**config.mk**
```make
export PLATFORM = sky130hd
export DESIGN_NAME = psl_port_split_link_recovery
export DESIGN_NICKNAME = d
export VERILOG_FILES = /design/src/psl_port_split_link_recovery.v
export VERILOG_INCLUDE_DIRS = /design/src
export SDC_FILE = /design/constraint.sdc
export NUM_CORES = 1
export LEC_CHECK = 0
export BUFFER_PORTS_ARGS = -buffer_cell sky130_fd_sc_hd__clkbuf_2
export CAP_MARGIN = 25
export CORE_ASPECT_RATIO = 0.5
export CORE_MARGIN = 2
export CORE_UTILIZATION = 40
export CTS_BUF_LIST = sky130_fd_sc_hd__clkbuf_16
export DETAILED_ROUTE_END_ITERATION = 10
export PLACE_DENSITY = 0.64
export SYNTH_ARGS = -nofsm -noshare
export SYNTH_HDL_FRONTEND = slang
export SYNTH_SLANG_ARGS = --single-unit
```
**constraint.sdc**
```tcl
create_clock -name clock -period 8.69 [get_ports clock]
set_input_delay 0.4345 -clock clock [delete_from_list [all_inputs] [get_ports clock]]
set_output_delay 0.4345 -clock clock [all_outputs]
set_load 0.1 [all_outputs]
```
**src/psl_consts.vh**
```
`ifndef PSL_CONSTS_VH
`define PSL_CONSTS_VH

// ==========================================================
// Register offsets
`define PSL_ADDR_PORT_EN     16'h3c48
`define PSL_ADDR_GLOBAL_EN   16'h4141
`define PSL_ADDR_P5_PINSEL   16'h416e
`define PSL_ADDR_P6_PINSEL   16'h416f
`define PSL_ADDR_TIMEOUT     16'h4171
`define PSL_ADDR_LOW_TIME    16'h4176

// ==========================================================
// Reset values and writable masks
`define PSL_RST_PORT_EN      8'h00
`define PSL_RST_GLOBAL_EN    8'h00
`define PSL_RST_PINSEL       8'h00
`define PSL_RST_TIMEOUT      8'h05
`define PSL_RST_LOW_TIME     8'h05
`define PSL_MASK_PORT_EN     8'h60
`define PSL_MASK_GLOBAL_EN   8'h01
`define PSL_MASK_TIMEOUT     8'h07

// ==========================================================
// Field positions
`define PSL_BIT_PORT5        5
`define PSL_BIT_PORT6        6
`define PSL_BIT_GLOBAL       0

// ==========================================================
// Pin selection codes
`define PSL_P5_SEL_A         8'h42
`define PSL_P5_SEL_B         8'h05
`define PSL_P6_SEL_A         8'h06
`define PSL_P6_SEL_B         8'h04

// ==========================================================
// Link states counted as not operational
`define PSL_STUCK_LO         4'h4
`define PSL_STUCK_HI         4'h9

// ==========================================================
// Timeout codes and their times in ms
`define PSL_TO_OFF           3'b000
`define PSL_TO_100           3'b001
`define PSL_TO_250           3'b010
`define PSL_TO_500           3'b011
`define PSL_TO_750           3'b100
`define PSL_TO_1000          3'b101
`define PSL_TO_2000          3'b110
`define PSL_MS_100           12'd100
`define PSL_MS_250           12'd250
`define PSL_MS_500           12'd500
`define PSL_MS_750           12'd750
`define PSL_MS_1000          12'd1000
`define PSL_MS_2000          12'd2000
`define PSL_MS_NONE          12'd0

// ==========================================================
// Low pulse time: base plus step per count, in ms
`define PSL_LOW_BASE_MS      12'd350
`define PSL_LOW_STEP_MS      12'd10

// ==========================================================
// Timing base: clock in kHz, tick period in ms
`define PSL_CLK_KHZ          40000
`define PSL_TICK_MS          1
`define PSL_TICK_CYCLES      (`PSL_CLK_KHZ * `PSL_TICK_MS)

// ==========================================================
// Per-port state codes (one-hot)
`define PSL_ST_IDLE          3'b001
`define PSL_ST_MONITOR       3'b010
`define PSL_ST_LOW           3'b100

`endif

```
**src/psl_port_split_link_recovery.v**
```verilog
`timescale 1ns/1ps
`include "psl_consts.vh"

// Summary of operation
// - Only downstream ports 5 and 6 can be split.
// - Settings load by writes during configuration stage or from OTP.
// - Normal port control pin keeps driving the USB 2.0 part unchanged.
// - Enabled split activates a pin powering the SuperSpeed part.
// - No overcurrent detection on the split power pin.
// - Port 5 pin: 0x42 selects option A, 0x05 option B.
// - Port 6 pin: 0x06 selects option A, 0x04 option B.
// - Enable bits 5 and 6 enable ports 5 and 6; others reserved.
// - Global bit 0 must be set; clearing it disables all ports.
// - While enabled, each split port's link is watched continuously.
// - No valid link for the timeout toggles the split pin low.
// - Timeout timer resets and restarts whenever it expires.
// - Stuck means link state within 0x4..0x9 for the whole timeout.
// - Timeout register, OTP overridable, reset 0x05 is 1 s, 0 disables.
// - Low time set by toggle register, 400 ms default, 350 ms to 2.9 s.
// - Timeout codes: 0 never, 100/250/500/750 ms, 1 s, 2 s, 7 reserved.
// - Low time is 350 ms plus 10 ms per count; timer resets after.
module psl_port_split_link_recovery #(
  parameter TICK_CYCLES = `PSL_TICK_CYCLES
) (
  input  wire       clock,
  input  wire       rst_n,
  input  wire       cfgStage,
  input  wire       cfgWrite,
  input  wire       cfgRead,
  input  wire [15:0] cfgAddr,
  input  wire [7:0] cfgWrData,
  output reg  [7:0] cfgRdData,
  input  wire       otpTimeoutLoad,
  input  wire [2:0] otpTimeoutValue,
  input  wire [3:0] port5LinkState,
  input  wire [3:0] port6LinkState,
  input  wire       port5PowerCtlIn,
  input  wire       port6PowerCtlIn,
  output wire       port5PowerControlPin,
  output wire       port6PowerControlPin,
  output wire       port5PinOptionAOut,
  output wire       port5PinOptionAOe,
  output wire       port5PinOptionBOut,
  output wire       port5PinOptionBOe,
  output wire       port6PinOptionAOut,
  output wire       port6PinOptionAOe,
  output wire       port6PinOptionBOut,
  output wire       port6PinOptionBOe,
  output wire       port5SplitActive,
  output wire       port6SplitActive,
  output wire       port5Toggling,
  output wire       port6Toggling
);

  // ==========================================================
  // Local constants
  localparam [2:0]  ST_IDLE     = `PSL_ST_IDLE;
  localparam [2:0]  ST_MONITOR  = `PSL_ST_MONITOR;
  localparam [2:0]  ST_LOW      = `PSL_ST_LOW;
  localparam [7:0]  TIMEOUT_RST = `PSL_RST_TIMEOUT & `PSL_MASK_TIMEOUT;
  localparam [31:0] TICK_LAST   = TICK_CYCLES - 1;

  // ==========================================================
  // Configuration registers
  reg  [7:0]  portEn_reg;
  reg  [7:0]  globalEn_reg;
  reg  [7:0]  p5PinSel_reg;
  reg  [7:0]  p6PinSel_reg;
  reg  [2:0]  timeout_reg;
  reg  [7:0]  lowTime_reg;
  wire        cfgWe;

  // Writes are only taken during the hub configuration stage
  // config stage gating
  assign cfgWe = cfgWrite & cfgStage;

  always @(posedge clock) begin
    if (!rst_n) begin
      portEn_reg   <= `PSL_RST_PORT_EN;
      globalEn_reg <= `PSL_RST_GLOBAL_EN;
      p5PinSel_reg <= `PSL_RST_PINSEL;
      p6PinSel_reg <= `PSL_RST_PINSEL;
      timeout_reg  <= TIMEOUT_RST[2:0];
      lowTime_reg  <= `PSL_RST_LOW_TIME;
    end else begin
      if (cfgWe) begin
        case (cfgAddr)
          // only ports 5 and 6 writable
          `PSL_ADDR_PORT_EN: begin
            portEn_reg <= cfgWrData & `PSL_MASK_PORT_EN;
          end
          `PSL_ADDR_GLOBAL_EN: begin
            globalEn_reg <= cfgWrData & `PSL_MASK_GLOBAL_EN;
          end
          `PSL_ADDR_P5_PINSEL: begin
            p5PinSel_reg <= cfgWrData;
          end
          `PSL_ADDR_P6_PINSEL: begin
            p6PinSel_reg <= cfgWrData;
          end
          `PSL_ADDR_LOW_TIME: begin
            lowTime_reg <= cfgWrData;
          end
          default: begin
          end
        endcase
      end
      // OTP load wins over a same-cycle register write
      // OTP overrides timeout
      if (otpTimeoutLoad) begin
        timeout_reg <= otpTimeoutValue;
      end else if (cfgWe && cfgAddr == `PSL_ADDR_TIMEOUT) begin
        timeout_reg <= cfgWrData[2:0];
      end
    end
  end

  // ==========================================================
  // Register read-back, reserved bits read zero
  reg  [7:0]  rdData_next;

  always @* begin
    rdData_next = cfgRdData;
    if (cfgRead) begin
      case (cfgAddr)
        `PSL_ADDR_PORT_EN: begin
          rdData_next = portEn_reg;
        end
        `PSL_ADDR_GLOBAL_EN: begin
          rdData_next = globalEn_reg;
        end
        `PSL_ADDR_P5_PINSEL: begin
          rdData_next = p5PinSel_reg;
        end
        `PSL_ADDR_P6_PINSEL: begin
          rdData_next = p6PinSel_reg;
        end
        `PSL_ADDR_TIMEOUT: begin
          rdData_next = {5'h00, timeout_reg};
        end
        `PSL_ADDR_LOW_TIME: begin
          rdData_next = lowTime_reg;
        end
        default: begin
          rdData_next = 8'h00;
        end
      endcase
    end
  end

  always @(posedge clock) begin
    if (!rst_n) begin
      cfgRdData <= 8'h00;
    end else begin
      cfgRdData <= rdData_next;
    end
  end

  // ==========================================================
  // Millisecond tick
  reg  [31:0] tickCnt_reg;
  reg  [31:0] tickCnt_next;
  wire        msTick;

  // Free running, so the first tick of any wait may come early
  assign msTick = (tickCnt_reg == TICK_LAST);

  always @* begin
    if (msTick) begin
      tickCnt_next = 32'h00000000;
    end else begin
      tickCnt_next = tickCnt_reg + 32'h00000001;
    end
  end

  always @(posedge clock) begin
    if (!rst_n) begin
      tickCnt_reg <= 32'h00000000;
    end else begin
      tickCnt_reg <= tickCnt_next;
    end
  end

  // ==========================================================
  // Timeout and low time decoding
  reg  [11:0] timeoutMs;
  wire [11:0] lowMs;

  always @* begin
    case (timeout_reg)
      `PSL_TO_100:  timeoutMs = `PSL_MS_100;
      `PSL_TO_250:  timeoutMs = `PSL_MS_250;
      `PSL_TO_500:  timeoutMs = `PSL_MS_500;
      `PSL_TO_750:  timeoutMs = `PSL_MS_750;
      `PSL_TO_1000: timeoutMs = `PSL_MS_1000;
      `PSL_TO_2000: timeoutMs = `PSL_MS_2000;
      default:      timeoutMs = `PSL_MS_NONE;
    endcase
  end

  assign lowMs = `PSL_LOW_BASE_MS + ({4'h0, lowTime_reg} * `PSL_LOW_STEP_MS);

  // ==========================================================
  // Per-port link watch and power toggle
  wire [1:0] portSplitOn;
  wire [3:0] linkState [0:1];
  wire [1:0] selA;
  wire [1:0] selB;
  wire [1:0] splitLevel;
  wire [1:0] toggling;
  wire [1:0] oeA;
  wire [1:0] oeB;
  wire [1:0] outA;
  wire [1:0] outB;

  assign portSplitOn[0] = portEn_reg[`PSL_BIT_PORT5] & globalEn_reg[`PSL_BIT_GLOBAL];
  assign portSplitOn[1] = portEn_reg[`PSL_BIT_PORT6] & globalEn_reg[`PSL_BIT_GLOBAL];
  assign linkState[0]   = port5LinkState;
  assign linkState[1]   = port6LinkState;
  assign selA[0] = (p5PinSel_reg == `PSL_P5_SEL_A);
  assign selB[0] = (p5PinSel_reg == `PSL_P5_SEL_B);
  assign selA[1] = (p6PinSel_reg == `PSL_P6_SEL_A);
  assign selB[1] = (p6PinSel_reg == `PSL_P6_SEL_B);

  genvar gp;
  generate
    for (gp = 0; gp < 2; gp = gp + 1) begin : g_port
      reg  [2:0]  state_reg;
      reg  [2:0]  state_next;
      reg  [11:0] msCnt_reg;
      reg  [11:0] msCnt_next;
      wire        stuck;

      // Moving among the stuck states still counts as stuck
      // non-operational state window
      assign stuck = (linkState[gp] >= `PSL_STUCK_LO) && (linkState[gp] <= `PSL_STUCK_HI);

      always @* begin
        state_next = state_reg;
        msCnt_next = msCnt_reg;
        case (state_reg)
          ST_IDLE: begin
            msCnt_next = 12'd0;
            if (portSplitOn[gp]) begin
              state_next = ST_MONITOR;
            end
          end
          ST_MONITOR: begin
            if (!portSplitOn[gp]) begin
              state_next = ST_IDLE;
              msCnt_next = 12'd0;
            end else if (!stuck || timeoutMs == `PSL_MS_NONE) begin
              msCnt_next = 12'd0;
            end else if (msTick) begin
              if (msCnt_reg + 12'd1 >= timeoutMs) begin
                state_next = ST_LOW;
                msCnt_next = 12'd0;
              end else begin
                msCnt_next = msCnt_reg + 12'd1;
              end
            end
          end
          ST_LOW: begin
            // Dropping the enable ends a toggle at once
            if (!portSplitOn[gp]) begin
              state_next = ST_IDLE;
              msCnt_next = 12'd0;
            end else if (msTick) begin
              if (msCnt_reg + 12'd1 >= lowMs) begin
                state_next = ST_MONITOR;
                msCnt_next = 12'd0;
              end else begin
                msCnt_next = msCnt_reg + 12'd1;
              end
            end
          end
          default: begin
            state_next = ST_IDLE;
            msCnt_next = 12'd0;
          end
        endcase
      end

      always @(posedge clock) begin
        if (!rst_n) begin
          state_reg <= ST_IDLE;
          msCnt_reg <= 12'd0;
        end else begin
          state_reg <= state_next;
          msCnt_reg <= msCnt_next;
        end
      end

      assign toggling[gp]   = (state_reg == ST_LOW);
      assign splitLevel[gp] = ~toggling[gp];

      // selected pin driven while split is on
      // no overcurrent sense on these pins
      assign oeA[gp]  = portSplitOn[gp] & selA[gp];
      assign oeB[gp]  = portSplitOn[gp] & selB[gp];
      assign outA[gp] = oeA[gp] & splitLevel[gp];
      assign outB[gp] = oeB[gp] & splitLevel[gp];
    end
  endgenerate

  // ==========================================================
  // Pin outputs
  // USB 2.0 control passes through unchanged
  assign port5PowerControlPin = port5PowerCtlIn;
  assign port6PowerControlPin = port6PowerCtlIn;

  assign port5PinOptionAOe  = oeA[0];
  assign port5PinOptionBOe  = oeB[0];
  assign port6PinOptionAOe  = oeA[1];
  assign port6PinOptionBOe  = oeB[1];
  assign port5PinOptionAOut = outA[0];
  assign port5PinOptionBOut = outB[0];
  assign port6PinOptionAOut = outA[1];
  assign port6PinOptionBOut = outB[1];

  assign port5SplitActive = portSplitOn[0];
  assign port6SplitActive = portSplitOn[1];
  assign port5Toggling    = toggling[0];
  assign port6Toggling    = toggling[1];

endmodule // psl_port_split_link_recovery

```
Yosys cells after proc, flatten, opt, wreduce, memory -nomap -nowiden
Index checks and enable logic that the tools add are counted.
- bits in registers: 100
- output and inout port bits: 22
- reductions and logical operators: 19
- multiplexer cells: 38
- equality and inequality tests: 37
- $lt $le $gt $ge: 8
- bitwise operators: 14
- add/subtract/negate cells: 4
- multipliers: 1
- operators by type and width (cell ; number):
    12-bit 2-to-1 mux ; 14
    16-bit by 15-bit == test with 1-bit output, second input constant ; 5
    11-bit case mux with 6 select lines ; 1
    3-bit 2-to-1 mux ; 18
    12-bit >= comparator ; 4
    12-bit case mux with 2 select lines ; 2
    8-bit case mux with 6 select lines ; 1
    32-bit by 1-bit adder with 32-bit output, second input constant ; 1
    32-bit by 16-bit == test with 1-bit output, second input constant ; 1
    12-bit by 1-bit adder with 12-bit output, second input constant ; 2
    8-bit by 3-bit == test with 1-bit output, second input constant ; 3
    3-bit != test, second input constant ; 6
    3-bit case mux with 3 select lines ; 2
    16-bit by 14-bit == test with 1-bit output, second input constant ; 1
    3-bit == test, second input constant ; 5
    2-bit AND reduction ; 7
    9-bit by 12-bit adder with 12-bit output, first input constant ; 1
    3-bit by 2-bit == test with 1-bit output, second input constant ; 4
    12-bit zero test ; 1
    3-bit by 2-bit != test with 1-bit output, second input constant ; 4
    6-bit AND reduction ; 2
    1-bit bitwise AND ; 11
    8-bit by 3-bit multiplier with 11-bit output, second input constant ; 1
    3-bit by 1-bit == test with 1-bit output, second input constant ; 3
    11 further kinds ; 21

Longest topological paths before layout
- word-level depth: 8
- mapped depth: 17
- gate-level depth less buffers: 16

Least setup slack after synthesis
Ideal clock, no wire load.
- kind: register to register
- start point: reg lowTime_reg[1]
- end point: reg g_port[0].msCnt_reg[7]
- data arrival time: 3944 ps
- period minus slack after synthesis: 4018 ps
- stages on the path, launching flop included: 17
- required time: 8616 ps
- setup time: 74 ps
- setup slack: 4672 ps
- cell sequence: dfxtp_1 > ha_1 > ha_1 > fa_1 > xor2_1 > a21oi_2 > or3_2 > xnor2_1 > ha_1 > a21o_1 > a21o_1 > o21ai_0 > or3b_1 > o221ai_2 > buf_4 > nand2_1 > a31oi_1
- word-level cells in the longest chain between the ends: 7
- RTL lines (what ; line ; RTL):
    from (decl) ; psl_port_split_link_recovery.v:70 ; reg [7:0] lowTime_reg;
    from (signal assigned) ; psl_port_split_link_recovery.v:84 ; lowTime_reg <= `PSL_RST_LOW_TIME;
    from (signal assigned) ; psl_port_split_link_recovery.v:102 ; lowTime_reg <= cfgWrData;
    8-bit by 3-bit multiplier with 11-bit output (no source line) ; - ;
    9-bit by 12-bit adder with 12-bit output (no source line) ; - ;
    12-bit >= comparator ; psl_port_split_link_recovery.v:269 ; if (msCnt_reg + 12'd1 >= lowMs) begin
    12-bit 2-to-1 mux ; psl_port_split_link_recovery.v:269 ;
    12-bit 2-to-1 mux ; psl_port_split_link_recovery.v:268 ; end else if (msTick) begin
    12-bit 2-to-1 mux ; psl_port_split_link_recovery.v:265 ; if (!portSplitOn[gp]) begin
    12-bit case mux with 2 select lines ; psl_port_split_link_recovery.v:241 ; case (state_reg)
    to (signal assigned) ; psl_port_split_link_recovery.v:290 ; msCnt_reg <= msCnt_next;
    to (decl) ; psl_port_split_link_recovery.v:230 ; reg [11:0] msCnt_reg;
Every way passes these cells. The select of a mux whose other input is x is not followed.
A chain may end at the register's enable or synchronous reset.

Final worst setup path
- start point: reg lowTime_reg[1]
- end point: reg g_port[1].msCnt_reg[1]
- word-level cells in the longest chain between the ends: 7
- RTL lines (what ; line):
    8-bit by 3-bit multiplier with 11-bit output (no source line) ; -
    9-bit by 12-bit adder with 12-bit output (no source line) ; -
    12-bit >= comparator ; psl_port_split_link_recovery.v:269
    12-bit 2-to-1 mux ; psl_port_split_link_recovery.v:269
    12-bit 2-to-1 mux ; psl_port_split_link_recovery.v:268
    12-bit 2-to-1 mux ; psl_port_split_link_recovery.v:265
    12-bit case mux with 2 select lines ; psl_port_split_link_recovery.v:241
    to (signal assigned) ; psl_port_split_link_recovery.v:290
    to (decl) ; psl_port_split_link_recovery.v:230
Every way passes these cells. The select of a mux whose other input is x is not followed.

==> out/results.txt <==
Largest fanout on the critical path: 18
Total GRT Usage: 0.1902
H-tree depth: 3
Slowest-stage cell, CP: nor3_4
CTS clk-pin slew, worst paths: 70 ps
Largest stage delay, worst path: 610 ps
Minimum clock period: 4969 ps
Vias in the first global route: 5443
Nets: 959
Via count: 5945
Die height: 95.86 microns
Slew of the pin with the lowest slew margin: 924.5 ps
Worst r2r src: lowTime_reg[1]$_SDFFE_PN0P_
Final setup violation count: 0
Largest net degree at the start of global routing: 36
Clock net sink count: 100
ANT cells: 0
Gpl congestion: 0.8839
DP HPWL: 12.85 mm
DP Worst Slack: 3770 ps
Number of flops mapped to enable cells by yosys: 0
Die Width: 187.7 microns
Crit. Startpoint: lowTime_reg[1]$_SDFFE_PN0P_
Status: complete, no violations
CP cell instances: ha_1, ha_1, fa_1, a21o_1, a211oi_1, o32ai_1, xnor2_1, ha_1, nand2_1, a21oi_1, a211oi_1, a211oi_1, mux2_4, nor3_4, a21oi_2, o21ai_0
Register area share after synthesis: 0.2966
Pre-antenna DRT Iters: 4
DRT iter0 DRCs: 397
Clock latency on the worst-skew pair: 360 ps
# rows: 33
Wire length per cell: 15.27 microns
Synth-to-layout area growth: 11.31%
FF+latch count, synth: 100
Clock buffer depth: 2
Avg Synthesized Cell Area: 8.252 sq um
Max reg flops: 32
I/O Buffers: 58
Hold_ws: 339.1 ps
Die ar.: 0.01799 sq mm
Core area: 0.01643 sq mm
Net count after synthesis: 918
Hold_sp: cfgWrData[3]
Max cap viols: 0
Clock Skews: 10.67 ps
Setup CP Type: flop to flop
Type of origin of the critical path: flop
Worst Slack Setup Final: 3721 ps
Post-CTS sizing: 0
Starting Density: 0.4108
# DRC: 0
Total CTS buffers: 9
Hold WC Path Type: input port to flop
Total negative slack: 0 ps
Final wirelength: 16.66 mm
Critical Path Sink Type: flop
Final Hold Violating Endpoints: 0
Commonest non-fill, non-tap cell in the layout: nor2_1
CTS root buffer: clkbuf_16
Unrepaired setup endpoints after global routing: no
First-pass GRT wire length: 27.26 mm
Vias per cell: 5.449
Post-CTS setup buffers: 0
Overall power: 0.0009734 W
Fin. max-slew vios: 0
Final period utilization: 0.5718
CTS tree: done
Post-route ant nets: 0
Total global routing overflow: 0
Syn. warnings: 0
Worst vdd ir: 0.00008728 V
Synthesized cell area: 0.006750 sq mm
Yosys cell types: 85
Worst EP arrival: 5240 ps
Worst slew margin: 0.3837
Top Family by Delay on Critical Path: compound AO/OA/AOI/OAI gates
Ys flop type: dfxtp_1
WP data required: 8960 ps
WP buf/inv: 0
Initial antenna violation count: 0
Ports: 65
Share of layout cells above drive strength 1: 0.1250
Cell count after synthesis: 818
Post-CTS Hold Buffers: 0
Most frequent cells in the layout: nor2_1 (101), dfxtp_1 (100), nand2_1 (79)
Pwr per Cell Area: 129.6 mW/mm^2
FFs w/ async S/R, synth: 0
Leakage power: 3.184 nW
Fmax: 201.2 MHz
## final timing paths
kind | cells after the start | to | slack (ps)
worst min register to register | 2 | p5PinSel_reg[4]$_SDFFE_PN0P_ | 470
worst max register to register | 16 | g_port[1].msCnt_reg[1]$_SDFFE_PN0P_ | 3720
worst min-delay path | 3 | p5PinSel_reg[3]$_SDFFE_PN0P_ | 340
worst max-delay path | 16 | g_port[1].msCnt_reg[1]$_SDFFE_PN0P_ | 3720
## area by class of cell
| type | count | area [sq um] |
|---|---|---|
| Sequential cell | 100 | 2002 |
| Tap cell | 227 | 284.0 |
| Multi-Input combinational cell | 664 | 4511 |
| Clock inverter | 7 | 92.59 |
| Inverter | 23 | 86.33 |
| Fill cell | 1665 | 8920 |
| Timing Repair Buffer | 61 | 312.8 |
| Clock buffer | 9 | 225.2 |
## per-stage QoR
stage,instances,utilization,area [sq um]
after floorplan,818,-,6750
after global placement,1075,0.4379,7196
after detailed placement,1075,0.4379,7196
after CTS,1091,0.4572,7513
after global routing,1091,0.4572,7513
final,1091,0.4572,7513
## cell usage after synthesis, types with 3 or more instances
library cell,count,share of area
nand2_1,79,0.044
or3_1,13,0.012
nand2b_1,12,0.011
nor4_1,17,0.016
nand3_2,3,0.0044
buf_2,5,0.0037
mux2i_1,34,0.050
ha_1,56,0.10
nor2b_1,8,0.0074
or4_1,3,0.0033
and2_1,3,0.0028
o21ai_0,33,0.024
nor3_1,20,0.015
a211oi_1,14,0.016
nor2_1,101,0.056
xor2_1,34,0.044
buf_4,3,0.0033
or2_2,3,0.0028
nand3_1,34,0.025
a21o_1,6,0.0067
a21oi_1,36,0.027
nor4b_1,3,0.0039
nor3b_1,4,0.0044
a32oi_1,4,0.0052
o21a_1,4,0.0044
inv_1,22,0.012
clkbuf_1,18,0.010
a22o_1,6,0.0078
a31oi_1,10,0.0093
mux2_2,5,0.0083
a221oi_1,7,0.0091
dfxtp_1,100,0.30
a22oi_1,4,0.0044
nand3b_1,3,0.0033
and3_1,12,0.011
xnor2_1,19,0.025
o211ai_1,7,0.0078
nand4_1,12,0.011
## power breakdown
part | internal, W | switching [W]
sequential | 0.000462 | 0.00000602
combinational | 0.0000247 | 0.0000464
clock | 0.000252 | 0.000182
## worst register-to-register path, stage by stage, from the launching register on
cell and delay, ps:
dfxtp_1 440, ha_1 280, ha_1 230, fa_1 430, a21o_1 180, a211oi_1 370, o32ai_1 200, xnor2_1 370
ha_1 320, nand2_1 80, a21oi_1 40, a211oi_1 500, a211oi_1 160, mux2_4 310, nor3_4 610, a21oi_2 160
o21ai_0 210
## per-layer routing
metal | routed length [microns] | GRT usage | vias up
met3 | 628 | 0.04265 | 19
met1 | 8386 | 0.2528 | 2770
met5 | 0 | 0 | -
met2 | 7386 | 0.3151 | 89
met4 | 261 | 0.05052 | 0
li1 | - | - | 3067
## logic make-up (layout without fill, tap and decap cells)
group,count (synthesis),in the layout,synth area share
simple gates,353,353,0.2682
fa+ha+maj,57,57,0.1068
buf+inv,54,100,0.03522
mux,41,41,0.06302
xor+xnor,53,53,0.06877
flops,100,100,0.2966
compound gates,160,160,0.1614
(Power assumes the default switching activity.)
